## config.mk

```make
export PLATFORM = sky130hd
export DESIGN_NAME = ubde_engine
export DESIGN_NICKNAME = d
export VERILOG_FILES = /design/src/design/ubde_pkg.sv /design/src/design/ubde_engine.sv
export VERILOG_INCLUDE_DIRS = /design/src /design/src/design
export SDC_FILE = /design/constraint.sdc
export NUM_CORES = 1
export LEC_CHECK = 0
export ABC_AREA = 1
export BUFFER_PORTS_ARGS = -buffer_cell sky130_fd_sc_hd__buf_2
export CAP_MARGIN = 0
export CORE_UTILIZATION = 57
export DETAILED_ROUTE_END_ITERATION = 10
export PLACE_DENSITY_LB_ADDON = 0.15
export SYNTH_ARGS = -nofsm -noshare
export SYNTH_HDL_FRONTEND = slang
export SYNTH_SLANG_ARGS = --single-unit
export TNS_END_PERCENT = 10
```

## constraint.sdc

```tcl
create_clock -name i_sys_clk -period 2.45 [get_ports i_sys_clk]
set_clock_uncertainty 0.1 [all_clocks]
set_input_delay 0.1225 -clock i_sys_clk [delete_from_list [all_inputs] [get_ports i_sys_clk]]
set_output_delay 0.1225 -clock i_sys_clk [all_outputs]
set_load 0.01 [all_outputs]
```

## src/design/ubde_cfg.svh

```systemverilog
// Purpose: constants for the buffer descriptor engine
// Assumes: included by the engine and the testbench
// Notes:   offsets are register port byte addresses
`ifndef UBDE_CFG_SVH
`define UBDE_CFG_SVH
`define REG_BASE_LO     5'h00
`define REG_BASE_MID    5'h04
`define REG_BASE_HI     5'h08
`define REG_MODE        5'h0c
`define REG_EP_EN       5'h10
`define REG_STATUS      5'h14
`define REG_TRN_FIFO    5'h18
`define MODE_HOST_BIT   0
`define MODE_LS_BIT     1
`define STS_DONE_BIT    16
`define STS_OVF_BIT     17
`define W0_OFS          3'h0
`define W1_OFS          3'h4
`define F_OWN           7
`define F_DATA          6
`define F_KEEP          5
`define F_HOLD          4
`define F_DTS           3
`define F_STALL         2
`define F_PID_LO        2
`define F_CNT_LO        16
`define PID_OUT         4'h1
`define PID_IN          4'h9
`define PID_SETUP       4'hd
`define PID_ACK         4'h2
`define PID_NAK         4'ha
`define PID_STALL       4'he
`define PID_DATA0       4'h3
`define PID_DATA1       4'hb
`define MAX_EP          16
`endif

```

## src/design/ubde_pkg.sv

```systemverilog
// Purpose: types for the buffer descriptor engine
// Assumes: ubde_cfg.svh holds the numeric constants
// Notes:   all engine state lives in ubde_state_t
package ubde_pkg;
  typedef enum logic [3:0] {
    S_IDLE = 4'b0001,
    S_RD0  = 4'b0010,
    S_RD1  = 4'b0100,
    S_DATA = 4'b1000
  } ubde_st_t;

  typedef struct packed {
    logic       own;
    logic       data;
    logic       keep;
    logic       hold;
    logic       toggle_sync_enable;
    logic       stall;
    logic [9:0] count;
  } ubde_ctl_t;

  typedef struct packed {
    ubde_st_t    st;
    logic        wb;
    logic [3:0]  ep;
    logic        dir;
    logic        par;
    logic [3:0]  tok;
    ubde_ctl_t   ctl;
    logic [9:0]  cnt;
    logic        ovf;
    logic [31:0] pp;
    logic [22:0] base;
    logic        host;
    logic        ls;
    logic [15:0] ep_en;
    logic [15:0] stalled;
    logic        done;
    logic        ovf_flag;
    logic [7:0]  fifo;
    logic        mem_req;
    logic        mem_we;
    logic [31:0] mem_addr;
    logic [31:0] mem_wdata;
    logic [31:0] dma_addr;
    logic        dma_en;
    logic        xfer_go;
    logic        xfer_tx;
    logic [3:0]  xfer_pid;
    logic [9:0]  xfer_count;
    logic        hs_valid;
    logic [3:0]  hs_pid;
    logic [31:0] rdata;
    logic        busy;
  } ubde_state_t;
endpackage

```

## src/design/ubde_engine.sv

```systemverilog
// Purpose: USB endpoint buffer descriptor engine
// Assumes: token/data events from the serial engine, one memory master
// Notes:   module reset never touches the table in memory
// Function
// - full speed both roles; low speed only while host
// - entry is 8 bytes: status word at +0, buffer address at +4
// - four entries per endpoint, up to 16 endpoints, 64 entries
// - entry address is base, endpoint, direction, parity, low bits
// - direction bit 1 for transmit, 0 for receive, per role
// - parity picks odd or even; alternates on each completion write-back
// - ownership bit 1 gives entry to module, else fields ignored
// - completion writes ownership bit back to zero
// - entry valid only with endpoint enabled; reset leaves table
// - count field is limit on entry, actual bytes on completion
// - data bit sets tx toggle; records received toggle
// - toggle sync enabled drops packets with wrong toggle
// - keep bit retains entry, no status or done update
// - address hold stops buffer address advancing
// - stall bit gives STALL in function mode, entry unchanged, stalled flag set
// - completion writes token pid into bits 5-2
// - host mode writes returned pid or status there
// - host mode uses endpoint 0 entries only
// - counts 0..1023; excess bytes flag overflow, truncated
// - unowned entry answers NAK in function mode
`timescale 1ns/100ps
`include "ubde_cfg.svh"
module ubde_engine
  import ubde_pkg::*;
#(
  parameter int NUM_EP = `MAX_EP
) (
  input  wire logic        i_sys_clk,
  input  wire logic        i_rst_n,
  input  wire logic [4:0]  i_reg_addr,
  input  wire logic [31:0] i_reg_wdata,
  input  wire logic        i_reg_wr,
  input  wire logic        i_reg_rd,
  output logic      [31:0] o_reg_rdata,
  input  wire logic        i_tok_valid,
  input  wire logic [3:0]  i_tok_pid,
  input  wire logic [3:0]  i_tok_ep,
  input  wire logic        i_byte_stb,
  input  wire logic        i_data_done,
  input  wire logic [3:0]  i_rx_pid,
  input  wire logic [3:0]  i_host_pid,
  output logic             o_mem_req,
  output logic             o_mem_we,
  output logic      [31:0] o_mem_addr,
  output logic      [31:0] o_mem_wdata,
  input  wire logic        i_mem_ack,
  input  wire logic [31:0] i_mem_rdata,
  output logic      [31:0] o_dma_addr,
  output logic             o_dma_en,
  output logic             o_xfer_go,
  output logic             o_xfer_tx,
  output logic      [3:0]  o_xfer_pid,
  output logic      [9:0]  o_xfer_count,
  output logic             o_hs_valid,
  output logic      [3:0]  o_hs_pid,
  output logic             o_busy,
  output logic             o_low_speed
);

  initial begin
    if (NUM_EP < 1 || NUM_EP > `MAX_EP) $error("NUM_EP must lie in 1..16");
  end

  // entry address: base, endpoint, direction, parity, low bits
  function automatic logic [31:0] entry_addr(input logic [22:0] base,
    input logic [3:0] ep, input logic dir, input logic par,
    input logic [2:0] lo);
    entry_addr = {base, ep, dir, par, lo};
  endfunction

  // host sends on SETUP/OUT, a function sends on IN
  function automatic logic tok_is_tx(input logic [3:0] pid,
                                     input logic       host);
    tok_is_tx = host ? (pid != `PID_IN) : (pid == `PID_IN);
  endfunction

  ubde_state_t r_reg;
  ubde_state_t r_next;

  logic [4:0] pp_idx;
  logic       ep_ok;
  logic       tog_bad;
  logic [3:0] pid_wb;
  logic       data_wb;

  assign pp_idx  = {r_reg.ep, r_reg.dir};
  assign ep_ok   = r_reg.ep_en[r_reg.ep] && (32'(r_reg.ep) < NUM_EP);
  assign tog_bad = !r_reg.dir && r_reg.ctl.toggle_sync_enable &&
                   ((i_rx_pid == `PID_DATA1) != r_reg.ctl.data);
  assign pid_wb  = r_reg.host ? i_host_pid : r_reg.tok;
  assign data_wb = r_reg.dir ? r_reg.ctl.data :
                   (i_rx_pid == `PID_DATA1);

  always_comb begin
    r_next          = r_reg;
    r_next.xfer_go  = 1'b0;
    r_next.hs_valid = 1'b0;
    r_next.rdata    = '0;

    // register port
    if (i_reg_wr) begin
      case (i_reg_addr)
        `REG_BASE_LO:  r_next.base[7:0]   = i_reg_wdata[7:0];
        `REG_BASE_MID: r_next.base[15:8]  = i_reg_wdata[7:0];
        `REG_BASE_HI:  r_next.base[22:16] = i_reg_wdata[6:0];
        `REG_MODE: begin
          r_next.host = i_reg_wdata[`MODE_HOST_BIT];
          r_next.ls   = i_reg_wdata[`MODE_LS_BIT] & r_next.host;
        end
        `REG_EP_EN:    r_next.ep_en = i_reg_wdata[15:0];
        `REG_STATUS: begin
          // write one to clear; a same-cycle set below still wins
          r_next.stalled  = r_reg.stalled & ~i_reg_wdata[15:0];
          r_next.done     = r_reg.done & ~i_reg_wdata[`STS_DONE_BIT];
          r_next.ovf_flag = r_reg.ovf_flag &
                            ~i_reg_wdata[`STS_OVF_BIT];
        end
        default: ;
      endcase
    end
    if (i_reg_rd) begin
      case (i_reg_addr)
        `REG_BASE_LO:  r_next.rdata = {24'h0, r_reg.base[7:0]};
        `REG_BASE_MID: r_next.rdata = {24'h0, r_reg.base[15:8]};
        `REG_BASE_HI:  r_next.rdata = {25'h0, r_reg.base[22:16]};
        `REG_MODE:     r_next.rdata = {30'h0, r_reg.ls, r_reg.host};
        `REG_EP_EN:    r_next.rdata = {16'h0, r_reg.ep_en};
        `REG_STATUS:   r_next.rdata = {14'h0, r_reg.ovf_flag,
                                       r_reg.done, r_reg.stalled};
        `REG_TRN_FIFO: begin
          r_next.rdata   = {24'h0, r_reg.fifo};
          r_next.fifo[0] = 1'b0;
        end
        default:       r_next.rdata = '0;
      endcase
    end

    case (r_reg.st)
      S_IDLE: begin
        if (i_tok_valid) begin
          r_next.ep  = r_reg.host ? 4'h0 : i_tok_ep;
          r_next.tok = i_tok_pid;
          r_next.dir = tok_is_tx(i_tok_pid, r_reg.host);
          r_next.par = r_reg.pp[{r_next.ep, r_next.dir}];
          r_next.mem_req  = 1'b1;
          r_next.mem_we   = 1'b0;
          r_next.mem_addr = entry_addr(r_reg.base, r_next.ep,
                            r_next.dir, r_next.par, `W0_OFS);
          r_next.st = S_RD0;
        end
      end
      S_RD0: begin
        if (i_mem_ack) begin
          r_next.mem_req = 1'b0;
          r_next.ctl.own   = i_mem_rdata[`F_OWN];
          r_next.ctl.data  = i_mem_rdata[`F_DATA];
          r_next.ctl.keep  = i_mem_rdata[`F_KEEP];
          r_next.ctl.hold  = i_mem_rdata[`F_HOLD];
          r_next.ctl.toggle_sync_enable   = i_mem_rdata[`F_DTS];
          r_next.ctl.stall = i_mem_rdata[`F_STALL];
          r_next.ctl.count = i_mem_rdata[`F_CNT_LO +: 10];
          r_next.st = S_IDLE;
          if (!ep_ok || !i_mem_rdata[`F_OWN]) begin
            // other fields are ignored while software owns it
            r_next.hs_valid = !r_reg.host;
            r_next.hs_pid   = `PID_NAK;
          end else if (i_mem_rdata[`F_STALL]) begin
            // entry left untouched, no write back
            r_next.hs_valid = !r_reg.host;
            r_next.hs_pid   = `PID_STALL;
            r_next.stalled[r_reg.ep] = 1'b1;
          end else begin
            r_next.mem_req  = 1'b1;
            r_next.mem_addr = entry_addr(r_reg.base, r_reg.ep,
                              r_reg.dir, r_reg.par, `W1_OFS);
            r_next.st = S_RD1;
          end
        end
      end
      S_RD1: begin
        if (i_mem_ack) begin
          r_next.mem_req    = 1'b0;
          r_next.dma_addr   = i_mem_rdata;
          r_next.dma_en     = 1'b1;
          r_next.cnt        = '0;
          r_next.ovf        = 1'b0;
          r_next.xfer_go    = 1'b1;
          r_next.xfer_tx    = r_reg.dir;
          r_next.xfer_pid   = r_reg.ctl.data ? `PID_DATA1
                                             : `PID_DATA0;
          r_next.xfer_count = r_reg.ctl.count;
          r_next.st = S_DATA;
        end
      end
      S_DATA: begin
        if (r_reg.wb) begin
          if (i_mem_ack) begin
            r_next.mem_req = 1'b0;
            r_next.wb      = 1'b0;
            r_next.pp[pp_idx] = !r_reg.par;
            r_next.done    = 1'b1;
            r_next.fifo    = {1'b0, r_reg.par, r_reg.dir,
                              r_reg.ep, 1'b1};
            r_next.st      = S_IDLE;
          end
        end else if (i_byte_stb && r_reg.dma_en) begin
          if (r_reg.cnt < r_reg.ctl.count) begin
            r_next.cnt = r_reg.cnt + 10'h001;
            if (!r_reg.ctl.hold)
              r_next.dma_addr = r_reg.dma_addr + 32'h1;
          end else begin
            // surplus bytes are dropped, buffer never overrun
            r_next.ovf      = 1'b1;
            r_next.ovf_flag = 1'b1;
            r_next.dma_en   = 1'b0;
          end
        end else if (i_data_done) begin
          r_next.dma_en = 1'b0;
          if (tog_bad) begin
            r_next.hs_valid = !r_reg.host;
            r_next.hs_pid   = `PID_NAK;
            r_next.st       = S_IDLE;
          end else begin
            r_next.hs_valid = !r_reg.host && !r_reg.dir;
            r_next.hs_pid   = `PID_ACK;
            if (r_reg.ctl.keep) begin
              r_next.st = S_IDLE;
            end else begin
              r_next.wb        = 1'b1;
              r_next.mem_req   = 1'b1;
              r_next.mem_we    = 1'b1;
              r_next.mem_addr  = entry_addr(r_reg.base, r_reg.ep,
                                 r_reg.dir, r_reg.par, `W0_OFS);
              r_next.mem_wdata = {6'h00, r_reg.cnt, 8'h00,
                                  1'b0, data_wb, pid_wb,
                                  2'b00};
            end
          end
        end
      end
      default: r_next.st = S_IDLE;
    endcase
    r_next.busy = (r_next.st != S_IDLE);
  end

  // table in memory is never written from reset
  always_ff @(posedge i_sys_clk or negedge i_rst_n) begin
    if (!i_rst_n) begin
      r_reg    <= '0;
      r_reg.st <= S_IDLE;
    end else begin
      r_reg <= r_next;
    end
  end

  assign o_reg_rdata  = r_reg.rdata;
  assign o_mem_req    = r_reg.mem_req;
  assign o_mem_we     = r_reg.mem_we;
  assign o_mem_addr   = r_reg.mem_addr;
  assign o_mem_wdata  = r_reg.mem_wdata;
  assign o_dma_addr   = r_reg.dma_addr;
  assign o_dma_en     = r_reg.dma_en;
  assign o_xfer_go    = r_reg.xfer_go;
  assign o_xfer_tx    = r_reg.xfer_tx;
  assign o_xfer_pid   = r_reg.xfer_pid;
  assign o_xfer_count = r_reg.xfer_count;
  assign o_hs_valid   = r_reg.hs_valid;
  assign o_hs_pid     = r_reg.hs_pid;
  assign o_busy       = r_reg.busy;
  // low speed only sticks when written together with host mode
  assign o_low_speed  = r_reg.ls;
endmodule

```

Yosys cells after proc, flatten, opt, wreduce, memory -nomap -nowiden --
Index checks and enable logic that the tools add are counted.
Operators by class: $add $sub $neg 2, order comparisons 6, equality and inequality tests 36, mux-type cells 86, bitwise gates (word level) 12, reduce and logical (&&, ||, !) cells 35
Operator list (number):
- 66-bit 2-to-1 mux | 4
- 32-bit 2-to-1 mux | 6
- 18-bit case mux with 7 select lines | 1
- 98-bit 2-to-1 mux | 1
- 32-bit case mux with 3 select lines | 1
- 16-bit 2-to-1 mux | 5
- 33-bit case mux with 2 select lines | 1
- 5-bit 2-to-1 mux | 11
- 18-bit 2-to-1 mux | 3
- 49-bit 2-to-1 mux | 1
- 4-bit 2-to-1 mux | 9
- 34-bit 2-to-1 mux | 1
- 11-bit 2-to-1 mux | 3
- 32-bit by 1-bit adder with 32-bit output (second input constant) | 1
- 32-bit bitwise mux | 1
- 2-bit inequality test (second input constant) | 13
- 1-bit 2-to-1 mux | 24
- 3-bit inequality test (second input constant) | 8
- 11-bit case mux with 2 select lines | 1
- 10-bit 2-to-1 mux | 2
- 6-bit AND reduction | 3
- 16-bit AND | 1
- 8-bit 2-to-1 mux | 2
- 16-bit NOT | 1
- other kinds (41) | 73
Storage, ports and cells: register bits 273, input port bits 93, output and inout bits 154, logic and storage cells 215

Longest topological paths before layout --
depth after elaboration 9, depth in mapped cells 15, mapped depth without buffers 15

Least setup slack after synthesis --
Ideal clock, no wire load.
kind reg-to-reg, start point register r_reg[260] (netlist name), end point register r_reg, in the netlist o_dma_addr[4], setup time 0.128 ns, arrival time 1.762 ns, slack 0.460 ns, stages on the path, launching flop included 13, buffers on the path 1, clock period less this slack 1.990 ns, cell sequence dfrtp_1 ha_1 a21oi_1 nor2_1 a211oi_1 nand3_1 nor2_1 nand2_1 nand2_1 nand2_1 buf_2 nand2_1 o21ai_0
On the way: cells in the longest elaborated chain, start to end 3
Ends and longest elaborated chain:
- start: declaration | line ubde_engine.sv:81 | ubde_state_t r_reg;
- start signal: assignment | line ubde_engine.sv:256 | r_reg <= r_next;
- 10-bit < comparator | line ubde_engine.sv:211 | if (r_reg.cnt < r_reg.ctl.count) begin
- 2-bit inequality test (no line)
- 6-bit AND reduction (no line)
Every way passes these cells. A chain may end at the register's enable or synchronous reset.

Worst setup path in the final report --
start point input i_reg_addr[4], end point register r_reg, in the netlist o_low_speed
On the way: cells in the longest elaborated chain, start to end 2
Ends and longest elaborated chain:
- start: declaration | line ubde_engine.sv:34 | input wire logic [4:0] i_reg_addr,
- 5-bit by 4-bit == test with 1-bit output | line ubde_engine.sv:106 | case (i_reg_addr)
- 2-bit AND reduction (no line)
Every way passes these cells.

==> results.yml <==
sta:
  final_max_slew_viol_count: 0
  min_period_over_period: 0.960
  setup_ws_ns: 0.0971
  fmax_ghz: 0.425
  finalHoldWorstSlack_ns: 0.0274
  rsz0062_at_grt: "true"
  finalSetupViolCount: 0
  fin_crit_ns: 2.35
  finalHoldViolations: 0
  tightest_slew_ns: 0.695
  slew_headroom: 0.536
power_and_ir_drop:
  peakVddDrop_mv: 0.501
  leakagePower_nw: 8.05
  power_density_nw_per_um2: 807
detailed_routing:
  detail_route.wl_per_cell_um: 16.3
  via_count: 11800
  ant_nets: 0
  drtIter0Drc: 977
  vias_per_cell: 5.36
  wl_mm: 35.9
  drc: 0
  first_pass_iters: 5
worst_setup_path:
  cp.required_ns: 2.83
  start_kind: "primary input"
  path_cells: "dlygate4sd3_1 > buf_2 > inv_1 > nand4_1 > nor2_1 > nand2_1 > dlygate4sd3_1 > o22ai_1 > dlygate4sd3_1"
  crit_fanout: 5
  cp_common_cell: "dlygate4sd3_1"
  end_kind: "register"
  arrival_ns: 2.73
  path_class: "primary input to register"
  slowest_stage: "dlygate4sd3_1"
  cpPeakStageDelay_ns: 0.57
grt:
  grt-ovfl-total: 0
  grt_use_total: 0.294
  antenna_found_initial: 2
  grt_pass1_vias: 10900
  grt_pass1_wl_mm: 56.8
  grt_max_degree: 79
layout:
  nNetsFinal: 1971
  area_growth_pct: 15.6
  finalNonFillerCells: 2204
  final_cell_area_um2: 15800
  drive_gt1_frac: 0.178
  largest_register_ffs: 131
  n_antenna_cell: 0
yosys:
  synth_cell_types: 58
  netlist_top_cells_area: "dfrtp_1 46%, nand2_1 13%, buf_4 8.3%"
  synth_top_area_frac: 0.464
  postSynthRegisterBits: 254
  synth-seq-area-share: 0.466
  netlist_area_um2: 13700
  netlist_top_cells_count: "464 x nand2_1, 253 x dfrtp_1, 155 x o21ai_0, 151 x buf_4, 143 x inv_1"
  synth.most_common_cell: "nand2_1"
  synth-edff-count: 0
  avgSynthCellArea_um2: 8.03
  synth_area_leader_cell: "dfrtp_1"
  syn_inst: 1699
  synth_top_flop_cell: "dfrtp_1"
  synthArstFlopShare: 1.00
  yosys_warnings: 0
clock_network:
  clock_path_buffers: 3
  cts_tree: "built"
  cts_buffers: 27
  clkTransAtPathRegs_ns: 0.06
  cts_max_level: 1
  cts-root-buf: "clkbuf_16"
  cts_num_sinks: 254
  worstSkewPairLatency_ns: 0.54
worst_hold_path:
  hp-class: "primary input to register"
placement:
  dp_hpwl_mm: 25.3
  place.gp.congestion: 0.879
  dpl.cell_count: 2083
  post_dp_cell_area_um2: 14100
  port_buffers: 197
  place_ws_ns: 0.151
flow_run:
  drv_cap: 0
die:
  rows: 56
  die_h_um: 157
  die_area_um2: 24600
  io_pins: 247
  die_w_um: 157
  initial_core_util: 0.582
  core_area_um2: 23500
status:
  status: "finished clean"
## cell type report
type | instances | area (µm²)
multi-input combinational | 1117 | 5440
fill | 2006 | 7690
inverter | 158 | 596
timing repair buffer | 309 | 2080
tap | 319 | 399
clock buffer | 39 | 761
clock inverter | 8 | 159
sequential | 254 | 6360
## layer usage
layer | vias to the layer above | share of wire | track usage
met2 | 418 | 0.46 | 0.470
met5 | - | 0.00036 | 0
met1 | 5605 | 0.45 | 0.412
met4 | 2 | 0.030 | 0.0906
li1 | 5719 | - | -
met3 | 65 | 0.065 | 0.0446
## timing repair
| action | 4_1_cts | 5_1_grt |
|---|---|---|
| endpoints found under the setup margin | 0 | 52 |
| gates resized for setup | 0 | 4 |
| setup buffers | 0 | 0 |
| hold buffers | 74 | 0 |
| endpoints found under the hold margin | 348 | 0 |
## report_power, final
part | total (W) | internal (W) | leakage (nW) | switching [W]
clock | 0.00424 | 0.00258 | 0.449 | 0.00166
combinational | 0.00319 | 0.00108 | 4.31 | 0.00212
sequential | 0.00531 | 0.00480 | 3.29 | 0.000506
total | 0.0127 | 0.00846 | 8.05 | 0.00428
## cell usage in the layout (no fill, tap or decap), drive strengths merged, types with 15 or more instances in the layout
| cell | netlist | routed |
|---|---|---|
| nor3 | 28 | 28 |
| conb | 1 | 35 |
| dlygate4sd3 | 0 | 74 |
| inv | 155 | 156 |
| nand2 | 475 | 475 |
| nand4 | 21 | 21 |
| o31ai | 15 | 15 |
| a31oi | 30 | 30 |
| nor2 | 101 | 101 |
| o21ai | 185 | 185 |
| a21oi | 60 | 60 |
| nand3 | 82 | 82 |
| dfrtp | 253 | 253 |
| clkbuf | 24 | 39 |
| buf | 180 | 235 |
## logic make-up after synthesis
| logic type | Yosys count | synth area share |
|---|---|---|
| AO/OA/AOI/OAI | 327 | 0.133 |
| buffers and inverters | 362 | 0.147 |
| AND/OR/NAND/NOR | 729 | 0.234 |
| flip-flops | 254 | 0.466 |
| other | 1 | 0.000275 |
| XOR/XNOR | 11 | 0.00706 |
| multiplexers | 4 | 0.00293 |
| adder cells (fa/ha/maj) | 11 | 0.0101 |
## worst paths after layout
path / from / end / slack (ns) / cells past startpoint
max in group asynchronous: i_rst_n / r_reg[290] / 1.43 / 3
min in group asynchronous: i_rst_n / o_reg_rdata[3] / 0.07 / 2
worst min-delay path: i_rx_pid[0] / o_mem_wdata[6] / 0.03 / 5
worst min register to register: o_mem_wdata[22] / o_mem_wdata[22] / 0.37 / 2
worst max register to register: pp_idx[1] / r_reg[292] / 0.19 / 9
worst max-delay path: i_reg_addr[4] / o_low_speed / 0.1 / 9
## through the flow
step	total power, W	setup TNS [ns]	util
after global routing	0.0134	-0.0156	0.672
after CTS	0.0128	0	0.672
after floorplan	0.00764	0	-
after global placement	0.00834	0	0.601
final	0.0127	0	0.672
after detailed placement	0.00843	0	0.601
## worst max-delay path, delay by kind of cell
| kind | cells | cell delay (ns) |
|---|---|---|
| buffers and inverters | 5 | 2.01 |
| AOI/OAI and AO/OA | 1 | 0.09 |
| and+or+nand+nor | 3 | 0.51 |
(Power assumes the default switching activity.)
